### src/inc/csc_pkg.sv
// csc_pkg: register map, field positions, reset values and timing for the clock/supply control block.
// assumes: one 20 MHz system clock; registers reached over 32-bit APB.
// Operation
// clock output enable bit 1 drives pin
// slow mode bit 0 divides CPU by 32
// upper trim resets FFh, 00h fastest
// lower trim bits 6:5 extend trim value
// software writes trim early, binary search
// watchdog flag set by reset, write-zero clears
// undervoltage flag set by reset, read clears
// pin or watchdog reset keeps undervoltage flag; here the reset input clears it and only a watchdog event leaves it kept
// two flags together encode reset cause
// warning flag follows comparator, raises request
// warning enable RW, request cleared on service
// prescaler codes divide RC by 2..16; here codes 1..4 give 2..16, codes 0 and 5..7 divide by 1
// low supply needs prescale at least 2
// threshold field resets 11, software writable
// wakeup ready flag hardware driven only
// RC ready flag hardware driven only
// source select bit 0 resets to 1
// software writes zero to reserved bits
// halt freezes supply register, no wake
// byte registers, reserved bits read zero
package csc_pkg;
  localparam int unsigned ADDR_W = 12;
  // register indices; byte address is four times the index
  localparam logic [ADDR_W-1:0] IDX_MAIN_CLK = 12'h03A;
  localparam logic [ADDR_W-1:0] IDX_RC_TRIM = 12'h03B;
  localparam logic [ADDR_W-1:0] IDX_SUPPLY = 12'h03C;
  localparam logic [ADDR_W-1:0] IDX_PRESCALE = 12'h03D;
  localparam logic [ADDR_W-1:0] IDX_OSC_SW = 12'h051;
  // main clock control fields
  localparam int unsigned BIT_SLOW = 0;
  localparam int unsigned BIT_CLKOUT = 1;
  // supply integrity fields
  localparam int unsigned BIT_WIE = 0;
  localparam int unsigned BIT_WFLAG = 1;
  localparam int unsigned BIT_UVRF = 2;
  localparam int unsigned BIT_WDRF = 4;
  localparam int unsigned BIT_TRIM_LO = 5;
  // prescale / threshold fields
  localparam int unsigned BIT_THR = 0;
  localparam int unsigned BIT_PRE = 5;
  // oscillator switch fields
  localparam int unsigned BIT_SRC = 0;
  localparam int unsigned BIT_RC_RDY = 2;
  localparam int unsigned BIT_WU_RDY = 3;
  // reset values
  localparam logic [7:0] RST_MAIN_CLK = 8'h00;
  localparam logic [7:0] RST_RC_TRIM = 8'hFF;
  localparam logic [1:0] RST_TRIM_LO = 2'h3;
  localparam logic [2:0] RST_PRE = 3'h0;
  localparam logic [1:0] RST_THR = 2'h3;
  localparam logic RST_SRC = 1'b1;
  // timing
  localparam int unsigned SLOW_DIV = 32;
  localparam int unsigned CLK_HZ = 20_000_000;
  localparam int unsigned SETTLE_US = 1;
  localparam int unsigned SETTLE_CYC = (SETTLE_US * CLK_HZ) / 1_000_000;
  localparam logic [31:0] APB_UNMAPPED = 32'h0000_0000;

  typedef struct packed {
    logic clkout_en;
    logic slow_mode;
    logic [9:0] trim;
    logic [2:0] rc_prescale_select;
    logic [1:0] warning_threshold_select;
    logic osc_source_select;
  } csc_ctrl_t;
endpackage : csc_pkg

### src/logic/csc_top.sv
// csc_top: clock, reset-cause and supply-warning control registers behind an APB slave.
// assumes: pin-level inputs (comparator, reset causes, halt, ready) are asynchronous and are resynchronised here;
// reset causes arrive as event levels, since the chip reset itself is this block's reset.
//
// The APB interface to the registers is this design's own decision.
module csc_top
  import csc_pkg::*;
#(
  parameter int unsigned SETTLE_CYCLES = SETTLE_CYC
) (
  // clock and reset
  input wire logic mclk,
  input wire logic reset,
  // apb slave
  input wire logic psel,
  input wire logic penable,
  input wire logic pwrite,
  input wire logic [31:0] paddr,
  input wire logic [31:0] pwdata,
  output logic [31:0] prdata,
  output logic pready,
  output logic pslverr,
  // reset causes and supply monitor
  input wire logic wdg_reset_event,
  input wire logic uv_reset_event,
  input wire logic supply_warning_in,
  input wire logic halt_active,
  input wire logic irq_service_ack,
  // oscillator status
  input wire logic rc_osc_running,
  input wire logic wakeup_osc_running,
  // outputs to clock logic
  output logic clock_output_enable,
  output logic slow_mode_select,
  output logic [9:0] rc_trim_value,
  output logic [2:0] rc_prescale_select,
  output logic [4:0] rc_divide_shift,
  output logic [1:0] warning_threshold_select,
  output logic osc_source_select,
  output logic supply_warning_irq
);
  typedef enum logic [2:0] {
    ST_IDLE = 3'b001,
    ST_SETTLE = 3'b010,
    ST_READY = 3'b100
  } csc_sw_t;

  // one-hot prescale decode, shared by the divider output
  function automatic logic [4:0] pre_decode(input logic [2:0] code);
    unique case (code)
      3'h1: pre_decode = 5'h02;
      3'h2: pre_decode = 5'h04;
      3'h3: pre_decode = 5'h08;
      3'h4: pre_decode = 5'h10;
      default: pre_decode = 5'h01;
    endcase
  endfunction

  function automatic logic sync_agree(input logic [2:0] s, input logic prev);
    sync_agree = (s[1] == s[2]) ? s[2] : prev;
  endfunction

  csc_ctrl_t ctrl_reg;
  logic wdrf_reg;
  logic uvrf_reg;
  logic wflag_reg;
  logic wie_reg;
  logic irq_pend_reg;
  csc_sw_t sw_reg;
  logic [15:0] settle_reg;
  logic rc_rdy_reg;
  logic wu_rdy_reg;
  logic [2:0] s_warn;
  logic [2:0] s_wdg;
  logic [2:0] s_uv;
  logic [2:0] s_halt;
  logic [2:0] s_rcrun;
  logic [2:0] s_wurun;
  logic wdg_lvl_reg;
  logic uv_lvl_reg;
  logic halt_reg;
  logic rcrun_reg;
  logic wurun_reg;
  logic [31:0] prdata_reg;
  logic access_reg;

  logic setup;
  logic wr;
  logic rd;
  logic [ADDR_W-1:0] idx;
  logic mapped;
  logic wdg_rise;
  logic uv_rise;
  logic warn_next;
  logic src_running;
  assign setup = psel && !penable;
  assign idx = paddr[ADDR_W+1:2];
  assign mapped = (paddr[1:0] == 2'h0) && (paddr[31:ADDR_W+2] == '0) &&
                  (idx == IDX_MAIN_CLK || idx == IDX_RC_TRIM || idx == IDX_SUPPLY ||
                   idx == IDX_PRESCALE || idx == IDX_OSC_SW);
  // single-cycle access
  assign wr = psel && penable && pwrite && mapped;
  assign rd = psel && penable && !pwrite && mapped;

  // three-stage synchronisers; a change counts when stages 2 and 3 agree
  always_ff @(posedge mclk) begin
    if (reset) begin
      s_warn <= 3'h0;
      s_wdg <= 3'h0;
      s_uv <= 3'h0;
      s_halt <= 3'h0;
      s_rcrun <= 3'h0;
      s_wurun <= 3'h0;
    end else begin
      s_warn <= {s_warn[1:0], supply_warning_in};
      s_wdg <= {s_wdg[1:0], wdg_reset_event};
      s_uv <= {s_uv[1:0], uv_reset_event};
      s_halt <= {s_halt[1:0], halt_active};
      s_rcrun <= {s_rcrun[1:0], rc_osc_running};
      s_wurun <= {s_wurun[1:0], wakeup_osc_running};
    end
  end

  always_ff @(posedge mclk) begin
    if (reset) begin
      wdg_lvl_reg <= 1'b0;
      uv_lvl_reg <= 1'b0;
      halt_reg <= 1'b0;
      rcrun_reg <= 1'b0;
      wurun_reg <= 1'b0;
    end else begin
      wdg_lvl_reg <= sync_agree(s_wdg, wdg_lvl_reg);
      uv_lvl_reg <= sync_agree(s_uv, uv_lvl_reg);
      halt_reg <= sync_agree(s_halt, halt_reg);
      rcrun_reg <= sync_agree(s_rcrun, rcrun_reg);
      wurun_reg <= sync_agree(s_wurun, wurun_reg);
    end
  end

  assign wdg_rise = sync_agree(s_wdg, wdg_lvl_reg) && !wdg_lvl_reg;
  assign uv_rise = sync_agree(s_uv, uv_lvl_reg) && !uv_lvl_reg;
  assign warn_next = sync_agree(s_warn, wflag_reg);

  // control fields written by software
  always_ff @(posedge mclk) begin
    if (reset) begin
      // outputs cleared
      {ctrl_reg.clkout_en, ctrl_reg.slow_mode} <= RST_MAIN_CLK[1:0];
      // trim resets to lowest frequency
      ctrl_reg.trim <= {RST_RC_TRIM, RST_TRIM_LO};
      // prescaler and threshold defaults
      ctrl_reg.rc_prescale_select <= RST_PRE;
      ctrl_reg.warning_threshold_select <= RST_THR;
      // wakeup oscillator by default
      ctrl_reg.osc_source_select <= RST_SRC;
    end else if (wr) begin
      unique case (idx)
        IDX_MAIN_CLK: begin
          // clock out enable
          ctrl_reg.clkout_en <= pwdata[BIT_CLKOUT];
          // slow mode select
          ctrl_reg.slow_mode <= pwdata[BIT_SLOW];
        end
        // upper trim byte
        IDX_RC_TRIM: ctrl_reg.trim[9:2] <= pwdata[7:0];
        IDX_SUPPLY: begin
          // frozen while halted
          if (!halt_reg) begin
            // lower trim bits
            ctrl_reg.trim[1:0] <= pwdata[BIT_TRIM_LO+:2];
          end
        end
        IDX_PRESCALE: begin
          // prescale and threshold
          ctrl_reg.rc_prescale_select <= pwdata[BIT_PRE+:3];
          ctrl_reg.warning_threshold_select <= pwdata[BIT_THR+:2];
        end
        IDX_OSC_SW: ctrl_reg.osc_source_select <= pwdata[BIT_SRC];
        default: ;
      endcase
    end
  end

  // reset-cause flags; a set in the clearing cycle wins
  always_ff @(posedge mclk) begin
    if (reset) begin
      wdrf_reg <= 1'b0;
      uvrf_reg <= 1'b0;
    end else begin
      // undervoltage overrides watchdog
      if (uv_rise) begin
        wdrf_reg <= 1'b0;
      end else if (wdg_rise) begin
        wdrf_reg <= 1'b1;
      end else if (wr && idx == IDX_SUPPLY && !halt_reg && !pwdata[BIT_WDRF]) begin
        wdrf_reg <= 1'b0;
      end
      // only undervoltage sets; a read or the reset input clears
      if (uv_rise) begin
        uvrf_reg <= 1'b1;
      end else if (rd && idx == IDX_SUPPLY && !halt_reg) begin
        uvrf_reg <= 1'b0;
      end
    end
  end

  // supply warning flag and its interrupt
  always_ff @(posedge mclk) begin
    if (reset) begin
      wflag_reg <= 1'b0;
      wie_reg <= 1'b0;
      irq_pend_reg <= 1'b0;
    end else begin
      // status frozen during halt
      if (!halt_reg) begin
        // real-time comparator flag
        wflag_reg <= warn_next;
      end
      // enable bit
      if (wr && idx == IDX_SUPPLY && !halt_reg) begin
        wie_reg <= pwdata[BIT_WIE];
      end
      // request on rising flag, cleared on service
      if (!halt_reg && warn_next && !wflag_reg && wie_reg) begin
        irq_pend_reg <= 1'b1;
      end else if (irq_service_ack) begin
        irq_pend_reg <= 1'b0;
      end
    end
  end

  // oscillator switch: wait for running, then settle
  assign src_running = ctrl_reg.osc_source_select ? wurun_reg : rcrun_reg;
  always_ff @(posedge mclk) begin
    if (reset) begin
      sw_reg <= ST_READY;
      settle_reg <= 16'h0000;
    end else if (wr && idx == IDX_OSC_SW && pwdata[BIT_SRC] != ctrl_reg.osc_source_select) begin
      sw_reg <= ST_IDLE;
      settle_reg <= 16'h0000;
    end else begin
      unique case (sw_reg)
        ST_IDLE: if (src_running) sw_reg <= ST_SETTLE;
        ST_SETTLE: begin
          if (settle_reg >= 16'(SETTLE_CYCLES - 1)) begin
            sw_reg <= ST_READY;
          end else begin
            settle_reg <= settle_reg + 16'h0001;
          end
        end
        ST_READY: ;
        default: sw_reg <= ST_IDLE;
      endcase
    end
  end

  // ready flags set only by hardware
  always_ff @(posedge mclk) begin
    if (reset) begin
      wu_rdy_reg <= 1'b1;
      rc_rdy_reg <= 1'b0;
    end else begin
      wu_rdy_reg <= (sw_reg == ST_READY) && ctrl_reg.osc_source_select;
      rc_rdy_reg <= (sw_reg == ST_READY) && !ctrl_reg.osc_source_select;
    end
  end

  // apb answer: zero wait states; unmapped accesses error, and unmapped reads return zero only when idx matches no register
  always_ff @(posedge mclk) begin
    if (reset) begin
      prdata_reg <= APB_UNMAPPED;
      access_reg <= 1'b0;
    end else begin
      access_reg <= setup;
      if (setup && !pwrite) begin
        // reserved bits read zero
        unique case (idx)
          IDX_MAIN_CLK: prdata_reg <= {30'h0, ctrl_reg.clkout_en, ctrl_reg.slow_mode};
          IDX_RC_TRIM: prdata_reg <= {24'h0, ctrl_reg.trim[9:2]};
          // cause flags read together
          IDX_SUPPLY: prdata_reg <= {25'h0, ctrl_reg.trim[1:0], wdrf_reg, 1'b0, uvrf_reg, wflag_reg, wie_reg};
          IDX_PRESCALE: prdata_reg <= {24'h0, ctrl_reg.rc_prescale_select, 3'h0, ctrl_reg.warning_threshold_select};
          IDX_OSC_SW: prdata_reg <= {28'h0, wu_rdy_reg, rc_rdy_reg, 1'b0, ctrl_reg.osc_source_select};
          default: prdata_reg <= APB_UNMAPPED;
        endcase
      end
    end
  end

  assign prdata = prdata_reg;
  assign pready = access_reg;
  always_ff @(posedge mclk) begin
    if (reset) begin
      pslverr <= 1'b0;
    end else begin
      pslverr <= setup && !mapped;
    end
  end

  // registered copies to the clock logic
  always_ff @(posedge mclk) begin
    if (reset) begin
      clock_output_enable <= 1'b0;
      slow_mode_select <= 1'b0;
      rc_trim_value <= {RST_RC_TRIM, RST_TRIM_LO};
      rc_prescale_select <= RST_PRE;
      rc_divide_shift <= 5'h01;
      warning_threshold_select <= RST_THR;
      osc_source_select <= RST_SRC;
      supply_warning_irq <= 1'b0;
    end else begin
      clock_output_enable <= ctrl_reg.clkout_en;
      slow_mode_select <= ctrl_reg.slow_mode;
      rc_trim_value <= ctrl_reg.trim;
      rc_prescale_select <= ctrl_reg.rc_prescale_select;
      // divide ratio one-hot
      rc_divide_shift <= pre_decode(ctrl_reg.rc_prescale_select);
      warning_threshold_select <= ctrl_reg.warning_threshold_select;
      osc_source_select <= ctrl_reg.osc_source_select;
      supply_warning_irq <= irq_pend_reg;
    end
  end
endmodule // csc_top

### config.mk
export PLATFORM = sky130hd
export DESIGN_NAME = csc_top
export DESIGN_NICKNAME = d
export VERILOG_FILES = /design/src/inc/csc_pkg.sv /design/src/logic/csc_top.sv
export SDC_FILE = /design/constraint.sdc
export NUM_CORES = 1
export LEC_CHECK = 0
export BUFFER_PORTS_ARGS = -buffer_cell sky130_fd_sc_hd__buf_4
export CAP_MARGIN = 30
export CORE_MARGIN = 8
export CORE_UTILIZATION = 49
export DETAILED_ROUTE_END_ITERATION = 10
export HOLD_SLACK_MARGIN = 0.06
export PLACE_DENSITY = 0.79
export SKIP_LAST_GASP = 1
export SLEW_MARGIN = 10
export SYNTH_ARGS = -nofsm -noshare
export SYNTH_HDL_FRONTEND = slang
export SYNTH_SLANG_ARGS = --single-unit
### constraint.sdc
create_clock -name mclk -period 2.8 [get_ports mclk]
set_input_delay 0.56 -clock mclk [delete_from_list [all_inputs] [get_ports mclk]]
set_output_delay 0.56 -clock mclk [all_outputs]
set_load 0.05 [all_outputs]
==> key figures <==
Clock network
  • H-tree lvl count: 3
  • Clock root cell: clkbuf_8
  • CTS max path bufs: 2
  • Worst-path clk slew: 80 ps
  • CTS Hold Bufs: 0
  • Sinks on Clock Net: 101
  • CTS Buf Count: 9
  • CTS tree: yes
  • Clock latency on the worst-skew pair: 360 ps
  • Post-CTS Setup Bufs: 0
  • Post-cts sizing count: 0

GRT
  • Initial antenna violation count: 0
  • Total GRT Usage: around 15%
  • Vias in the first global route: approximately 3,000
  • First-pass GRT wire length: 13,660 um
  • GRT overflow: 0
  • Largest net degree at the start of global routing: 74

Routing
  • ANT nets after route: 0
  • DR WL/cell: approximately 14 um
  • Via-per-instance ratio: 4.931
  • WL final: slightly above 8000 um
  • Via count: 2,909
  • Drt pass-1 iters: 5
  • Drt drc: 0
  • DRT iter0 DRCs: 267

Final layout
  • Layout cell share with drive strength beyond 1: 22.75%
  • Cell area after layout: around 4700 sq um
  • Final Core Density: 60.91%
  • P&R area growth vs syn: 21.23%
  • Fin cells: 590
  • Nets: 563
  • Most common cell after layout, fill and taps aside: dfxtp_1
  • Flip-flop count of the largest register after layout: 18
  • ANT cells: 0
  • Most frequent cells in the layout: 101 x dfxtp_1, 88 x buf_4, 36 x nor2_1

Critical path
  • CP Cell Sequence: buf_4, nor4bb_1, nand2_1, a21oi_1, and3_1, buf_4, mux2i_1
  • Type of origin of the critical path: input port
  • Crit end category: register
  • CP max stage cell: nor4bb_1
  • Worst R2R Setup Slack: 730 ps
  • Slowest cell delay on critical path: 440 ps
  • Crit-path max FO: 6
  • WP buf/inv: 2
  • Req. time, crit path: 3090 ps
  • Setup CP Type: input port to register
  • Most used cell, CP: buf_4
  • Largest delay share family, worst path: simple AND/OR/NAND/NOR gates
  • CP Data Arrival Time: 2420 ps

Synthesis
  • Main synth FF type: dfxtp_1
  • Sequential fraction of the synthesis area: 52.62%
  • Post-synth EDFFs: 0
  • Post-Syn Area: 3842 sq um
  • Ys Warns: 0
  • Cell variety after synth: 51
  • Avg Inst Size Synth: roughly 9.6 sq um
  • Synth Register Bits: 101
  • Cells after synthesis: 402
  • Async SR Flop Fraction: 0%

Timing
  • RSZ-0062 raised after global routing: no
  • Worst hold margin: between 400 and 500 ps
  • Post-route setup TNS: 0 ps
  • Post-layout min period: 2129 ps
  • Highest clock rate: between 400 and 500 MHz
  • Worst rel slew slack: 55.57%
  • Clock Skew: 7.679 ps
  • Final hold violations: 0
  • Slew Limit Fails: 0
  • Period utilisation layout: approximately 76%
  • Endpoints failing setup: 0
  • Worst slew pin tran: 666.5 ps

Min path
  • Hold Path Class: input port to register

Place
  • Final HPWL DP: 6227 um
  • Placed inst area: 4482 sq um
  • Global placer's final weighted congestion: a little under 0.9
  • I/O Buffers: 85
  • Placed cell count: 577

Floorplan
  • Core ar.: 7647 sq um
  • Die height: roughly 100 um
  • IO Count: 134
  • Die width: 104.6 um
  • Starting Density: 50.25%
  • Cell Rows: 32
  • Die ar.: 10,930 sq um

Run status
  • Status: finished clean

Power
  • Peak VDD IR: 0.2782 mV
  • Power Density: 542.4 nW/um^2
  • Lkg Pwr: roughly 0.002 uW

Flow run
  • Max Cap Viol: 0
==> final timing paths <==
| kind | start | cells after the start | to |
|---|---|---|---|
| setup / recovery | paddr[4] | 7 | ctrl_reg[12] |
| hold / removal | penable | 2 | pready |
| setup reg to reg | settle_reg[6] | 5 | sw_reg[2] |
| hold reg to reg | s_uv[0] | 1 | s_uv[1] |
==> per-layer routing <==
metal  track usage, %  wire (um)  vias up
li1                 -          -     1469
met1            18.24       3626     1329
met2            23.18       3679      100
met3            6.941        668       11
met4            5.067        125        0
met5                0          0        -
==> Yosys cell counts (3+ instances only) <==
library cell / number / area [sq um]
inv_1: 17 / 63.81
a211oi_1: 3 / 22.52
buf_4: 24 / 180.2
and3_1: 3 / 18.77
nor3b_1: 3 / 22.52
a31oi_1: 3 / 18.77
o21ai_1: 4 / 20.02
and2_1: 15 / 93.84
a22oi_1: 7 / 52.55
nor2b_1: 25 / 156.4
nand2b_1: 11 / 68.82
clkbuf_1: 12 / 45.04
or3_1: 3 / 18.77
nand3_1: 9 / 45.04
dfxtp_1: 101 / 2022
nor2_1: 36 / 135.1
xor2_1: 4 / 35.03
mux2i_1: 21 / 210.2
nor4_1: 6 / 37.54
nand2_1: 24 / 90.09
o21ai_0: 14 / 70.07
a21oi_1: 13 / 65.06
nor3_1: 10 / 50.05
==> worst reg2reg max path: stages (launching register included) <==
cell and delay, ps:
dfxtp_1 310, or4_1 530, or4_4 600, a21oi_2 250
o21ai_1 100, a21o_1 180
==> logic make-up (layout without fill, tap and decap cells) <==
| logic type | count (synthesis) | count (layout) | share of synthesized area, % |
|---|---|---|---|
| adders and majority gates | 1 | 1 | 0.3256 |
| xor gates and xnor gates | 4 | 4 | 0.9117 |
| AOI/OAI and AO/OA | 56 | 56 | 9.020 |
| other | 1 | 24 | 0.09759 |
| and+or+nand+nor | 160 | 160 | 23.09 |
| DFF | 101 | 101 | 52.62 |
| buffers and inverters | 56 | 119 | 7.880 |
| muxes | 23 | 23 | 6.057 |
==> power breakdown <==
part / total [uW] / internal [uW] / switching (uW)
logic: 217 / 76.3 / 141
clock network: 850 / 398 / 452
registers: 1460 / 1450 / 7.96
total: 2530 / 1930 / 601
==> metrics by stage <==
step / worst slack, ps / power, uW
2_1_floorplan: 707.7 / 1658
4_1_cts: 718.3 / 2553
3_3_place_gp: 352.7 / 1705
6_report: 671.1 / 2527
5_1_grt: 517.9 / 2638
3_5_place_dp: 327.4 / 1709
==> final cells by class <==
cell class              count  area (sq um)
clock buffers               9         123.9
clock inverters             4         52.55
fillers                   672          2989
inverters                  18         67.56
multi-input cells         268          1604
flip-flops and latches    101          2022
well taps                 102         127.6
repair buffers             88         660.6
(Power assumes the default switching activity.)
